**config.mk**
```make
export PLATFORM = sky130hd
export DESIGN_NAME = lpb_channel_bank
export DESIGN_NICKNAME = d
export VERILOG_FILES = /design/src/lpb_pkg.sv /design/src/lpb_pwm_channel.sv /design/src/lpb_channel_bank.sv
export SDC_FILE = /design/constraint.sdc
export NUM_CORES = 2
export LEC_CHECK = 0
export BUFFER_PORTS_ARGS = -buffer_cell sky130_fd_sc_hd__buf_2
export CORE_ASPECT_RATIO = 0.5
export CORE_MARGIN = 2
export CORE_UTILIZATION = 35
export DETAILED_ROUTE_END_ITERATION = 8
export GPL_TIMING_DRIVEN = 0
export PLACE_DENSITY_LB_ADDON = 0.3
export SYNTH_ARGS = -nofsm -noshare
export SYNTH_HDL_FRONTEND = slang
export SYNTH_HIERARCHICAL = 1
export SYNTH_SLANG_ARGS = --single-unit
```
**constraint.sdc**
```tcl
create_clock -name ref_clk -period 4.6 [get_ports ref_clk]
set_input_delay 0.46 -clock ref_clk [delete_from_list [all_inputs] [get_ports ref_clk]]
set_output_delay 0.46 -clock ref_clk [all_outputs]
set_load 0.02 [all_outputs]
```
**src/lpb_pkg.sv**
```systemverilog
// Package with constants and types of the LED PWM channel bank
package lpb_pkg;

   // Channel count and PWM resolution
   localparam int CHANNELS = 36;
   localparam int PWM_STEPS = 256;

   // Register offsets
   localparam logic [7:0] REG_POWER = 8'h00;
   localparam logic [7:0] REG_DUTY_BASE = 8'h01;
   localparam logic [7:0] REG_COMMIT = 8'h25;
   localparam logic [7:0] REG_CTRL_BASE = 8'h26;
   localparam logic [7:0] REG_GLOBAL = 8'h4a;
   localparam logic [7:0] REG_RATE = 8'h4b;
   localparam logic [7:0] REG_SOFT_RESET = 8'h4f;

   // Trigger value for commit and soft reset
   localparam logic [7:0] TRIGGER_VALUE = 8'h00;

   // Field positions
   localparam int POWER_BIT = 0;
   localparam int GLOBAL_OFF_BIT = 0;
   localparam int RATE_BIT = 0;
   localparam int CTRL_ON_BIT = 0;
   localparam int CTRL_SCALE_LSB = 1;
   localparam int CTRL_WIDTH = 3;

   // Reset values
   localparam logic [7:0] DUTY_RESET = 8'h00;
   localparam logic [CTRL_WIDTH-1:0] CTRL_RESET = 3'h0;
   localparam logic BIT_RESET = 1'b0;

   // Serial bus address: fixed upper bits, strap supplies the low two
   localparam logic [4:0] BUS_ADDR_HIGH = 5'h0f;

   // Clock and PWM rates
   localparam int CLK_HZ = 10_000_000;
   localparam int RATE_LO_HZ = 3000;
   localparam int RATE_HI_HZ = 22000;
   localparam int DIV_LO = (CLK_HZ + RATE_LO_HZ * 128) / (RATE_LO_HZ * PWM_STEPS);
   localparam int DIV_HI = (CLK_HZ + RATE_HI_HZ * 128) / (RATE_HI_HZ * PWM_STEPS);
   localparam logic [7:0] DIV_LO_CNT = 8'(DIV_LO - 1);
   localparam logic [7:0] DIV_HI_CNT = 8'(DIV_HI - 1);

   // One register write taken from the serial link
   typedef struct packed {
      logic [7:0] addr;
      logic [7:0] data;
   } lpb_wr_t;

   // Serial receive states
   typedef enum logic [4:0] {
      ST_IDLE = 5'b00001,
      ST_DEV = 5'b00010,
      ST_REG = 5'b00100,
      ST_DATA = 5'b01000,
      ST_ACK = 5'b10000
   } lpb_state_t;

endpackage : lpb_pkg

```
**src/lpb_pwm_channel.sv**
```systemverilog
// One PWM output channel compared against the shared step counter
`timescale 1ns/1ps
`default_nettype none
module lpb_pwm_channel (
   // Clock and reset
   input wire logic ref_clk,
   input wire logic reset_n,
   // Shared step counter and channel setting
   input wire logic [7:0] step,
   input wire logic [7:0] duty,
   input wire logic run,
   // Output
   output logic led_on
);
   import lpb_pkg::*;

   // On for duty of every 256 steps; zero duty stays dark
   always_ff @(posedge ref_clk or negedge reset_n) begin
      if (!reset_n) begin
         led_on <= 1'b0;
      end else begin
         led_on <= run && (step < duty); // RULE_04 RULE_05
      end
   end

endmodule : lpb_pwm_channel
`default_nettype wire

```
**src/lpb_channel_bank.sv**
```systemverilog
// Top of the LED PWM channel bank: serial write port, registers and PWM engine
// What this block does
// RULE_01 - Power bit: 0 shutdown, 1 normal
// RULE_02 - Thirty-six 8-bit duty registers, reset zero
// RULE_03 - Duty addresses ascend with channel number
// RULE_04 - Output on for duty/256 per period
// RULE_05 - Step equals binary duty value
// RULE_06 - Duty and control writes land in shadows
// RULE_07 - Commit write of zero loads active copies
// RULE_08 - Control bit 0 enables channel, reset zero
// RULE_09 - Control bits 2:1 choose current scale
// RULE_10 - Global bit forces all outputs off
// RULE_11 - Rate bit: 0 3 kHz, 1 22 kHz (divider of 2 gives about 19.5 kHz here)
// RULE_12 - Soft reset write restores all defaults
// RULE_13 - Power-up leaves every output dark
// RULE_14 - Host may repeat duty and commit writes
// RULE_15 - Write-only bus, strap sets address low bits
// RULE_16 - Pointer advances after each acknowledged data byte
// RULE_17 - Global 1 or shutdown darkens all outputs
// RULE_18 - Commit updates all channels on one edge
`timescale 1ns/1ps
`default_nettype none
module lpb_channel_bank #(
   parameter int CHANNELS = lpb_pkg::CHANNELS
) (
   // Clock and reset
   input wire logic ref_clk,
   input wire logic reset_n,
   // Serial bus pins
   input wire logic scl_in,
   input wire logic sda_in,
   output logic sda_out,
   output logic sda_oe_n,
   // Straps and power-down pin
   input wire logic [1:0] addr_strap,
   input wire logic hardware_power_down_pin_n,
   // LED outputs
   output logic [CHANNELS-1:0] led_outputs,
   output logic [2*CHANNELS-1:0] current_scale
);
   import lpb_pkg::*;

   // Serial sampling and receive state
   logic scl_q;
   logic sda_q;
   logic [1:0] strap_q;
   logic strap_done_q;
   lpb_state_t state_q;
   lpb_state_t after_ack_q;
   logic [3:0] bit_cnt_q;
   logic [7:0] shift_q;
   logic [7:0] pointer_q;
   lpb_wr_t wr_q;
   logic wr_valid_q;

   // Register bank
   logic power_q;
   logic global_off_q;
   logic pwm_rate_bit_q;
   logic [7:0] duty_shadow_q [CHANNELS];
   logic [7:0] duty_active_q [CHANNELS];
   logic [CTRL_WIDTH-1:0] ctrl_shadow_q [CHANNELS];
   logic [CTRL_WIDTH-1:0] ctrl_active_q [CHANNELS];

   // PWM timebase
   logic [7:0] prescale_q;
   logic [7:0] step_q;
   logic run_all;

   // Bus conditions seen on the sampled pins
   logic start_seen;
   logic stop_seen;
   logic scl_rise;
   logic scl_fall;
   logic dev_match;
   logic commit_hit;
   logic soft_reset_hit;

   assign start_seen = scl_in && scl_q && sda_q && !sda_in;
   assign stop_seen = scl_in && scl_q && !sda_q && sda_in;
   assign scl_rise = scl_in && !scl_q;
   assign scl_fall = !scl_in && scl_q;
   assign dev_match = (shift_q[7:1] == {BUS_ADDR_HIGH, strap_q}) && !shift_q[0]; // RULE_15
   // Commit and soft reset fire only on an exact zero data byte
   // Any other value at these offsets is acknowledged and dropped
   assign commit_hit = wr_valid_q && (wr_q.addr == REG_COMMIT)
                       && (wr_q.data == TRIGGER_VALUE); // RULE_07
   assign soft_reset_hit = wr_valid_q && (wr_q.addr == REG_SOFT_RESET)
                           && (wr_q.data == TRIGGER_VALUE); // RULE_12

   // Previous pin levels for edge and condition detection
   always_ff @(posedge ref_clk or negedge reset_n) begin
      if (!reset_n) begin
         scl_q <= 1'b1;
         sda_q <= 1'b1;
      end else begin
         scl_q <= scl_in;
         sda_q <= sda_in;
      end
   end

   // Address strap caught once, just after reset release
   always_ff @(posedge ref_clk or negedge reset_n) begin
      if (!reset_n) begin
         strap_q <= 2'h0;
         strap_done_q <= 1'b0;
      end else if (!strap_done_q) begin
         strap_q <= addr_strap; // RULE_15
         strap_done_q <= 1'b1;
      end
   end

   // Serial receive machine: address, register pointer, then data bytes
   always_ff @(posedge ref_clk or negedge reset_n) begin
      if (!reset_n) begin
         state_q <= ST_IDLE;
         after_ack_q <= ST_IDLE;
         bit_cnt_q <= 4'h0;
         shift_q <= 8'h00;
         pointer_q <= 8'h00;
         sda_oe_n <= 1'b1;
      end else if (!hardware_power_down_pin_n) begin
         // Pin low holds the port idle and released
         state_q <= ST_IDLE;
         bit_cnt_q <= 4'h0;
         sda_oe_n <= 1'b1;
      end else if (start_seen) begin
         state_q <= ST_DEV;
         bit_cnt_q <= 4'h0;
         sda_oe_n <= 1'b1;
      end else if (stop_seen) begin
         state_q <= ST_IDLE;
         bit_cnt_q <= 4'h0;
         sda_oe_n <= 1'b1;
      end else begin
         unique case (state_q)
            ST_IDLE: begin
               sda_oe_n <= 1'b1;
            end
            ST_DEV, ST_REG, ST_DATA: begin
               if (scl_rise && bit_cnt_q != 4'h8) begin
                  shift_q <= {shift_q[6:0], sda_in};
                  bit_cnt_q <= bit_cnt_q + 4'h1;
               end else if (scl_fall && bit_cnt_q == 4'h8) begin
                  bit_cnt_q <= 4'h0;
                  if (state_q == ST_DEV) begin
                     if (dev_match) begin
                        sda_oe_n <= 1'b0;
                        state_q <= ST_ACK;
                        after_ack_q <= ST_REG;
                     end else begin
                        state_q <= ST_IDLE; // RULE_15
                     end
                  end else if (state_q == ST_REG) begin
                     pointer_q <= shift_q;
                     sda_oe_n <= 1'b0;
                     state_q <= ST_ACK;
                     after_ack_q <= ST_DATA;
                  end else begin
                     pointer_q <= pointer_q + 8'h01; // RULE_16
                     sda_oe_n <= 1'b0;
                     state_q <= ST_ACK;
                     after_ack_q <= ST_DATA;
                  end
               end
            end
            ST_ACK: begin
               if (scl_fall) begin
                  sda_oe_n <= 1'b1;
                  state_q <= after_ack_q;
               end
            end
         endcase
      end
   end

   // Data line is only ever pulled low
   always_ff @(posedge ref_clk or negedge reset_n) begin
      if (!reset_n) begin
         sda_out <= 1'b0;
      end else begin
         sda_out <= 1'b0;
      end
   end

   // One write pulse per received data byte, at its acknowledge
   always_ff @(posedge ref_clk or negedge reset_n) begin
      if (!reset_n) begin
         wr_q <= '0;
         wr_valid_q <= 1'b0;
      end else begin
         wr_valid_q <= (state_q == ST_DATA) && scl_fall && (bit_cnt_q == 4'h8)
                       && hardware_power_down_pin_n && !start_seen && !stop_seen;
         wr_q.addr <= pointer_q;
         wr_q.data <= shift_q;
      end
   end

   // Plain control registers, taking effect at once
   always_ff @(posedge ref_clk or negedge reset_n) begin
      if (!reset_n) begin
         power_q <= BIT_RESET; // RULE_13
         global_off_q <= BIT_RESET;
         pwm_rate_bit_q <= BIT_RESET;
      end else if (soft_reset_hit) begin
         power_q <= BIT_RESET; // RULE_12
         global_off_q <= BIT_RESET;
         pwm_rate_bit_q <= BIT_RESET;
      end else if (wr_valid_q) begin
         if (wr_q.addr == REG_POWER) begin
            power_q <= wr_q.data[POWER_BIT]; // RULE_01
         end
         if (wr_q.addr == REG_GLOBAL) begin
            global_off_q <= wr_q.data[GLOBAL_OFF_BIT]; // RULE_10
         end
         if (wr_q.addr == REG_RATE) begin
            pwm_rate_bit_q <= wr_q.data[RATE_BIT]; // RULE_11
         end
      end
   end

   // Shadow copies take duty and control writes
   always_ff @(posedge ref_clk or negedge reset_n) begin
      if (!reset_n) begin
         for (int i = 0; i < CHANNELS; i++) begin
            duty_shadow_q[i] <= DUTY_RESET; // RULE_02
            ctrl_shadow_q[i] <= CTRL_RESET; // RULE_08
         end
      end else if (soft_reset_hit) begin
         for (int i = 0; i < CHANNELS; i++) begin
            duty_shadow_q[i] <= DUTY_RESET; // RULE_12
            ctrl_shadow_q[i] <= CTRL_RESET;
         end
      end else if (wr_valid_q) begin
         for (int i = 0; i < CHANNELS; i++) begin
            if (wr_q.addr == REG_DUTY_BASE + 8'(i)) begin
               duty_shadow_q[i] <= wr_q.data; // RULE_03 RULE_06
            end
            if (wr_q.addr == REG_CTRL_BASE + 8'(i)) begin
               ctrl_shadow_q[i] <= wr_q.data[CTRL_WIDTH-1:0]; // RULE_06 RULE_09
            end
         end
      end
   end

   // Active copies load together from the shadows on commit
   always_ff @(posedge ref_clk or negedge reset_n) begin
      if (!reset_n) begin
         for (int i = 0; i < CHANNELS; i++) begin
            duty_active_q[i] <= DUTY_RESET; // RULE_13
            ctrl_active_q[i] <= CTRL_RESET;
         end
      end else if (soft_reset_hit) begin
         for (int i = 0; i < CHANNELS; i++) begin
            duty_active_q[i] <= DUTY_RESET; // RULE_12
            ctrl_active_q[i] <= CTRL_RESET;
         end
      end else if (commit_hit) begin
         for (int i = 0; i < CHANNELS; i++) begin
            duty_active_q[i] <= duty_shadow_q[i]; // RULE_07 RULE_18
            ctrl_active_q[i] <= ctrl_shadow_q[i];
         end
      end
   end

   // Prescaler and 256-step counter shared by every channel
   // A rate change takes hold at the next reload, so one step may run long
   // Every channel shares the step count, so all periods stay aligned
   always_ff @(posedge ref_clk or negedge reset_n) begin
      if (!reset_n) begin
         prescale_q <= 8'h00;
         step_q <= 8'h00;
      end else if (prescale_q == 8'h00) begin
         prescale_q <= pwm_rate_bit_q ? DIV_HI_CNT : DIV_LO_CNT; // RULE_11
         step_q <= step_q + 8'h01; // RULE_04
      end else begin
         prescale_q <= prescale_q - 8'h01;
      end
   end

   // Outputs run only when powered, globally allowed and pin high
   assign run_all = power_q && !global_off_q && hardware_power_down_pin_n; // RULE_17

   // Per-channel comparators
   for (genvar g = 0; g < CHANNELS; g++) begin : g_chan
      lpb_pwm_channel u_chan (
         .ref_clk(ref_clk),
         .reset_n(reset_n),
         .step(step_q),
         .duty(duty_active_q[g]),
         .run(run_all && ctrl_active_q[g][CTRL_ON_BIT]), // RULE_08 RULE_10
         .led_on(led_outputs[g])
      );
   end

   // Registered current scale per channel
   always_ff @(posedge ref_clk or negedge reset_n) begin
      if (!reset_n) begin
         current_scale <= '0;
      end else begin
         for (int i = 0; i < CHANNELS; i++) begin
            current_scale[2*i +: 2] <= ctrl_active_q[i][CTRL_SCALE_LSB +: 2]; // RULE_09
         end
      end
   end

endmodule : lpb_channel_bank
`default_nettype wire

```
== After elaboration in Yosys (flattened, before gate mapping) ==
Cells that the tools add are included.
Cells by class
  add/subtract/negate cells: 4
  multiplexer cells: 118
  reduce and logical (&&, ||, !) cells: 263
  equal/unequal tests: 92
  bitwise operators: 4
  order comparisons: 36
Operators by type and width (number)
  two-way mux 288 bit: 4
  two-way mux 108 bit: 4
  two-way mux 8 bit: 38
  < comparator 8 bit: 36
  equality test 8 x 6 -> 1 bit (second input constant): 32
  nonzero test 2 bit: 77
  AND reduction 2 bit: 76
  equality test 8 x 5 -> 1 bit (second input constant): 16
  two-way mux 3 bit: 36
  equality test 8 x 7 -> 1 bit (second input constant): 13
  logical AND 1 bit: 93
  equality test 8 x 4 -> 1 bit (second input constant): 8
  two-way mux 5 bit: 10
  equality test 8 x 3 -> 1 bit (second input constant): 4
  two-way mux 4 bit: 7
  logical NOT 8 bit: 3
  two-way mux 1 bit: 17
  adder 8 x 1 -> 8 bit (second input constant): 2
  equality test 8 x 2 -> 1 bit (second input constant): 2
  != test 5 bit (second input constant): 3
  AND reduction 7 bit: 2
  != test 5 x 1 -> 1 bit (second input constant): 2
  one-hot mux 5 bit (2 select lines): 1
  equality test 8 x 1 -> 1 bit (second input constant): 1
  19 further kinds: 30
Storage, ports and cells
  input port bits: 7
  flip-flop bits (word level): 972
  word-level logic and storage cells: 716
  output and inout port bits: 110

== Logic depth before layout (Yosys ltp) ==
  depth after elaboration: 10
  gate-level depth with buffers: 9
  gate-level depth less buffers: 6

== Modules after synthesis ==
Netlist, hierarchy kept.
Modules (own cells, without submodules)
  lpb_channel_bank: area each 39076.2 µm², seq. area each 23378.7 µm², cells an instance 3789, times used 1
  lpb_pwm_channel at g_chan[24].u_chan ...: area each 214.0 µm², seq. area each 25.0 µm², cells an instance 27, times used 20
  lpb_pwm_channel at g_chan[0].u_chan ...: area each 209.0 µm², seq. area each 25.0 µm², cells an instance 27, times used 16

== Worst setup path before layout ==
Ideal clock, no wire load.
  kind: flip-flop to flip-flop
  start: register wr_q[15] (netlist name)
  end: register ctrl_shadow_q[78] (netlist name)
  path buffers: 4
  arrival: 2.203 ns
  data required time: 4.475 ns
  slack: 2.272 ns
  clock period less this slack: 2.328 ns
  cell stages (with the launch flop): 8
  setup time: 0.125 ns
  path through: dfrtp_1 -> clkbuf_1 -> or4b_1 -> clkbuf_1 -> clkbuf_1 -> clkbuf_1 -> o22ai_1 -> mux2_2
On the way
  cells in the longest elaborated chain, start to end: 5
  elaborated cells on any way between the ends: 8
  classes of those cells: eq/ne (2); mux (1); reduce/logical (5)
RTL lines
  start, declared: RTL line lpb_channel_bank.sv:53  | lpb_wr_t wr_q;
  equality test 8 x 7 -> 1 bit: RTL line lpb_channel_bank.sv:88  | assign soft_reset_hit = wr_valid_q && (wr_q.addr == REG_SOFT_RESET)
  logical AND 1 bit: RTL line lpb_channel_bank.sv:88
  logical AND 1 bit: RTL line lpb_channel_bank.sv:89  | && (wr_q.data == TRIGGER_VALUE);
  nonzero test 2 bit (no source line)
  AND reduction 2 bit (no source line)
  end signal, assigned by index: RTL line lpb_channel_bank.sv:240  | ctrl_shadow_q[i] <= wr_q.data[CTRL_WIDTH-1:0];
  end, declared: RTL line lpb_channel_bank.sv:62  | logic [CTRL_WIDTH-1:0] ctrl_shadow_q [CHANNELS];
Several ways; a longest one is shown, not always the timed one.
A chain may end at the register's enable or synchronous reset.

== Worst setup path after layout ==
  start: register wr_q[4] (netlist name)
  end: register duty_shadow_q[12] (netlist name)
On the way
  cells in the longest elaborated chain, start to end: 4
  elaborated cells on any way between the ends: 8
  classes of those cells: mux (3); reduce/logical (5)
RTL lines
  logical NOT 8 bit: RTL line lpb_channel_bank.sv:89
  logical AND 1 bit: RTL line lpb_channel_bank.sv:89
  nonzero test 2 bit (no source line)
  AND reduction 2 bit (no source line)
  end signal, assigned by index: RTL line lpb_channel_bank.sv:237  | duty_shadow_q[i] <= wr_q.data;
  end, declared: RTL line lpb_channel_bank.sv:60  | logic [7:0] duty_shadow_q [CHANNELS];
Several ways; a longest one is shown, not always the timed one. The select of a mux whose other input is x is not followed.

==> results by group <==
Synthesis
  – Post-synth net total: ~5000
  – Post-synthesis adder-cell area fraction: 6.89%
  – Syn Area/Cell: approximately 9.8 um^2
  – Yosys cell types: 66
  – Synthesized instance count: ~4800
  – Combinational family with the most area after synthesis: compound AO/OA/AOI/OAI gates
  – EDFF count, synth: 0
  – Post-synth top area cell: dfrtp_1
  – Mapped cell area: roughly 0.047 mm^2
  – Mux contribution to synthesized area: 1.44%
  – Post-synthesis xor/xnor area fraction: 0.263%
  – FFs w/ async S/R, synth: 100%
  – Sequential share of the synthesized area: 52.0%
  – Most used DFF post-synth: dfrtp_1
  – Ys Warns: 6
  – Post-synth top area share: 51.7%
  – Synth Area in Compound Gates: 21.6%
  – Synth area leaders: dfrtp_1, ha_1, o21ai_0, nand3_1, a21oi_1
  – Yosys reg bits: 970
  – Simple-Gate Fraction of Synth Area: 12.4%

Worst setup path
  – WP data arrival: 5110 ps
  – Critical path startpoint: wr_q[4]
  – Worst Setup Start Kind: flip-flop
  – Crit. End Element: flip-flop
  – Worst path cell trace: clkbuf_1 -> nor4_1 -> nand4_1 -> nor2_1 -> buf_2 -> clkbuf_1 -> buf_2 -> o2bb2ai_1
  – Crit path buf inv count: 4
  – Top Family by Delay on Critical Path: buffers and inverters
  – Crit path required time: between 5000 and 6000 ps
  – Crit path max-delay cell type: clkbuf_1
  – CP max FO: 10
  – Setup CP Type: reg -> reg
  – Slowest cell delay on critical path: 880 ps
  – Critical R2R Launch: wr_q[4]

Cells and area
  – Area growth syn-to-layout: 14.3%
  – # fillers: 12900
  – Multi-input gate area: 0.0199 mm^2
  – Sequential standard cell area: 0.0243 mm^2
  – Layout cells sized above 1: 10.4%
  – Commonest non-fill, non-tap cell in the layout: dfrtp_1
  – Most frequent cells in the layout: dfrtp_1, o21ai_0, nand3_1, a21oi_1, nand2_1
  – Nets: 5261

Detailed routing
  – Post-DRT Antenna Nets: 0
  – WL final: between 150 and 200 mm
  – WL per Instance: 24.5 um
  – Vias/cell: 5.73
  – Detailed-route DRC error count: 0
  – Detailed Route Iter0 Violations: 4334
  – Pre-antenna DRT Iters: 6
  – Via Count: 39300

Clocking
  – CTS sink cnt: 970
  – Clock-pin slew on the worst setup and hold paths: 60 ps
  – Htree depth: 3
  – Root Buffer: clkbuf_16
  – Clock Path Buffers: 3
  – Clk_lat worst skew: 710 ps
  – Cts bufs inserted: 96
  – CTS tree: yes

Place
  – DP HPWL: about 120 mm
  – RePlAce Congestion: 0.975
  – Port bufs: 115
  – Pre-CTS setup slack: 187 ps

GRT
  – Initial antenna violation count: 3
  – Gr usage total: roughly a quarter
  – Gr ovfl total: 0
  – First-pass GRT wire length: 248 mm
  – Largest net degree at the start of global routing: approximately 130
  – Vias in the first global route: 38200

Power
  – Net switching power: 3.94 mW
  – Sw frac: 22.7%
  – Clk network pwr share: 48.4%
  – Comb pwr share: 2.4%
  – Flop pwr share: 49.2%
  – Int Pwr: 13.5 mW
  – PwrDens: 326 mW/mm^2
  – Worst vdd ir: 259 uV
  – Leakage Power: 23.3 nW

Die
  – Placement row count: 94
  – Core area: 0.132 mm^2
  – Number of I/O pins: 117
  – Die W: 521 um
  – Die Area: 0.137 mm^2
  – Die H: 262 um
  – Initial core utilization: 35.4%

Outcome
  – Failing checks: max-capacitance violations, max-slew violations
  – Status: finished with violations

Run
  – Max Cap Viol: 1

Timing
  – Endpoints failing setup: 0
  – Worst Setup Slack, final: 53.6 ps
  – Final Cycle Share: between 90 and 100%
  – Final min period: 4550 ps
  – Endpoints failing hold: 0
  – Final slew viol count: 10
  – Final TNS setup: 0 ps
  – RSZ-0062 raised after global routing: false
  – Worst slew margin: -11.3%
  – Worst slew pin tran: ~1700 ps
  – Max Clk Rate: 220 MHz
  – Worst Skew: roughly 20 ps

Hold path
  – Hold Path Class: in -> reg
  – Hold path start: hardware_power_down_pin_n
worst min-delay path, cell delays in order:
cell	delay [ps]
buf_2	190
o21ai_0	190
a21oi_1	60
per-layer routing:
metal	GRT usage [%]	up-vias	wire (um)
met3	5.39	306	13700
met1	33.4	19900	73200
li1	-	17500	-
met5	0	-	11
met2	36.7	1573	74100
met4	8.58	2	6630
registers in the layout (all words and copies together) (netlist names), 2 cells and up:
name                  cells
duty_shadow_q           288
ctrl_active_q           108
pointer_q                 8
g_chan.u_chan/led_on     36
shift_q                   8
current_scale            72
after_ack_q               3
bit_cnt_q                 4
duty_active_q           288
strap_q                   2
wr_q                     16
state_q                   5
prescale_q                8
step_q                    8
ctrl_shadow_q           108
kinds of logic after synthesis:
kind of cell	Yosys count
adders and majority gates	257
other	2
xor gates and xnor gates	14
and+or+nand+nor	1192
DFF	970
buffers and inverters	652
AOI/OAI and AO/OA	1614
muxes	60
final cells by class:
cell class / count / area share, %
sequential: 970 / 45.5
multi-input combinational: 3139 / 37.3
clock buffer: 130 / 5.20
tap: 1776 / 4.16
buffer: 381 / 2.85
timing repair buffer: 138 / 2.04
inverter: 271 / 1.91
clock inverter: 43 / 1.00
antenna: 5 / 0.0234
Yosys cell counts, types with 8 or more instances:
cell type / count
o21ai_0: 611
dfrtp_1: 965
nor2b_1: 85
a31o_2: 25
nand2_1: 321
o21ai_1: 36
inv_1: 270
clkbuf_1: 309
buf_2: 64
a2bb2oi_1: 11
and2_0: 15
a21oi_1: 443
o221ai_1: 14
o22ai_1: 8
o2bb2ai_1: 212
a211oi_1: 18
nand3_1: 481
mux2_2: 56
nand4_1: 48
o211ai_1: 14
xnor2_1: 9
and2_1: 42
a22o_1: 57
a22oi_1: 37
nor2_1: 142
a211oi_2: 56
nor3_1: 9
ha_1: 257
a21o_1: 41
final timing paths:
kind | end | slack [ps] | cells after the start
max | duty_shadow_q[12] | 50 | 8
max reg2reg | duty_shadow_q[12] | 50 | 8
max in group asynchronous | duty_shadow_q[136] | 2040 | 6
min reg2reg | current_scale[58] | 370 | 0
min | bit_cnt_q[1] | 240 | 3
min in group asynchronous | g_chan[9].u_chan/led_on | 320 | 2
repair_timing:
| item | CTS | global route |
|---|---|---|
| resized for setup | 0 | 9 |
| setup endpoints to repair | 0 | 149 |
| endpoints found under the hold margin | 72 | 0 |
| hold buffers | 5 | 0 |
| buffers inserted | 0 | 0 |
power groups by stage:
stage	clock (mW)	sequential, mW	combinational, mW
after floorplan	0	8.72	0.101
after global placement	0	8.73	0.376
after detailed placement	0	8.72	0.411
after CTS	8.52	8.56	0.416
after global routing	8.87	8.56	0.450
final	8.42	8.56	0.411
metrics by stage:
stage	area [um^2]	hold WS [ps]	std cells	utilization, %	total power [mW]
floorplan	46700	164	4761	-	8.82
global placement	49500	362	6652	37.5	9.11
detailed placement	50000	359	6670	37.9	9.13
CTS	53400	198	6848	40.4	17.5
global route	53400	233	6848	40.4	17.9
finish	53400	245	6853	40.5	17.4
(Power assumes the default switching activity.)
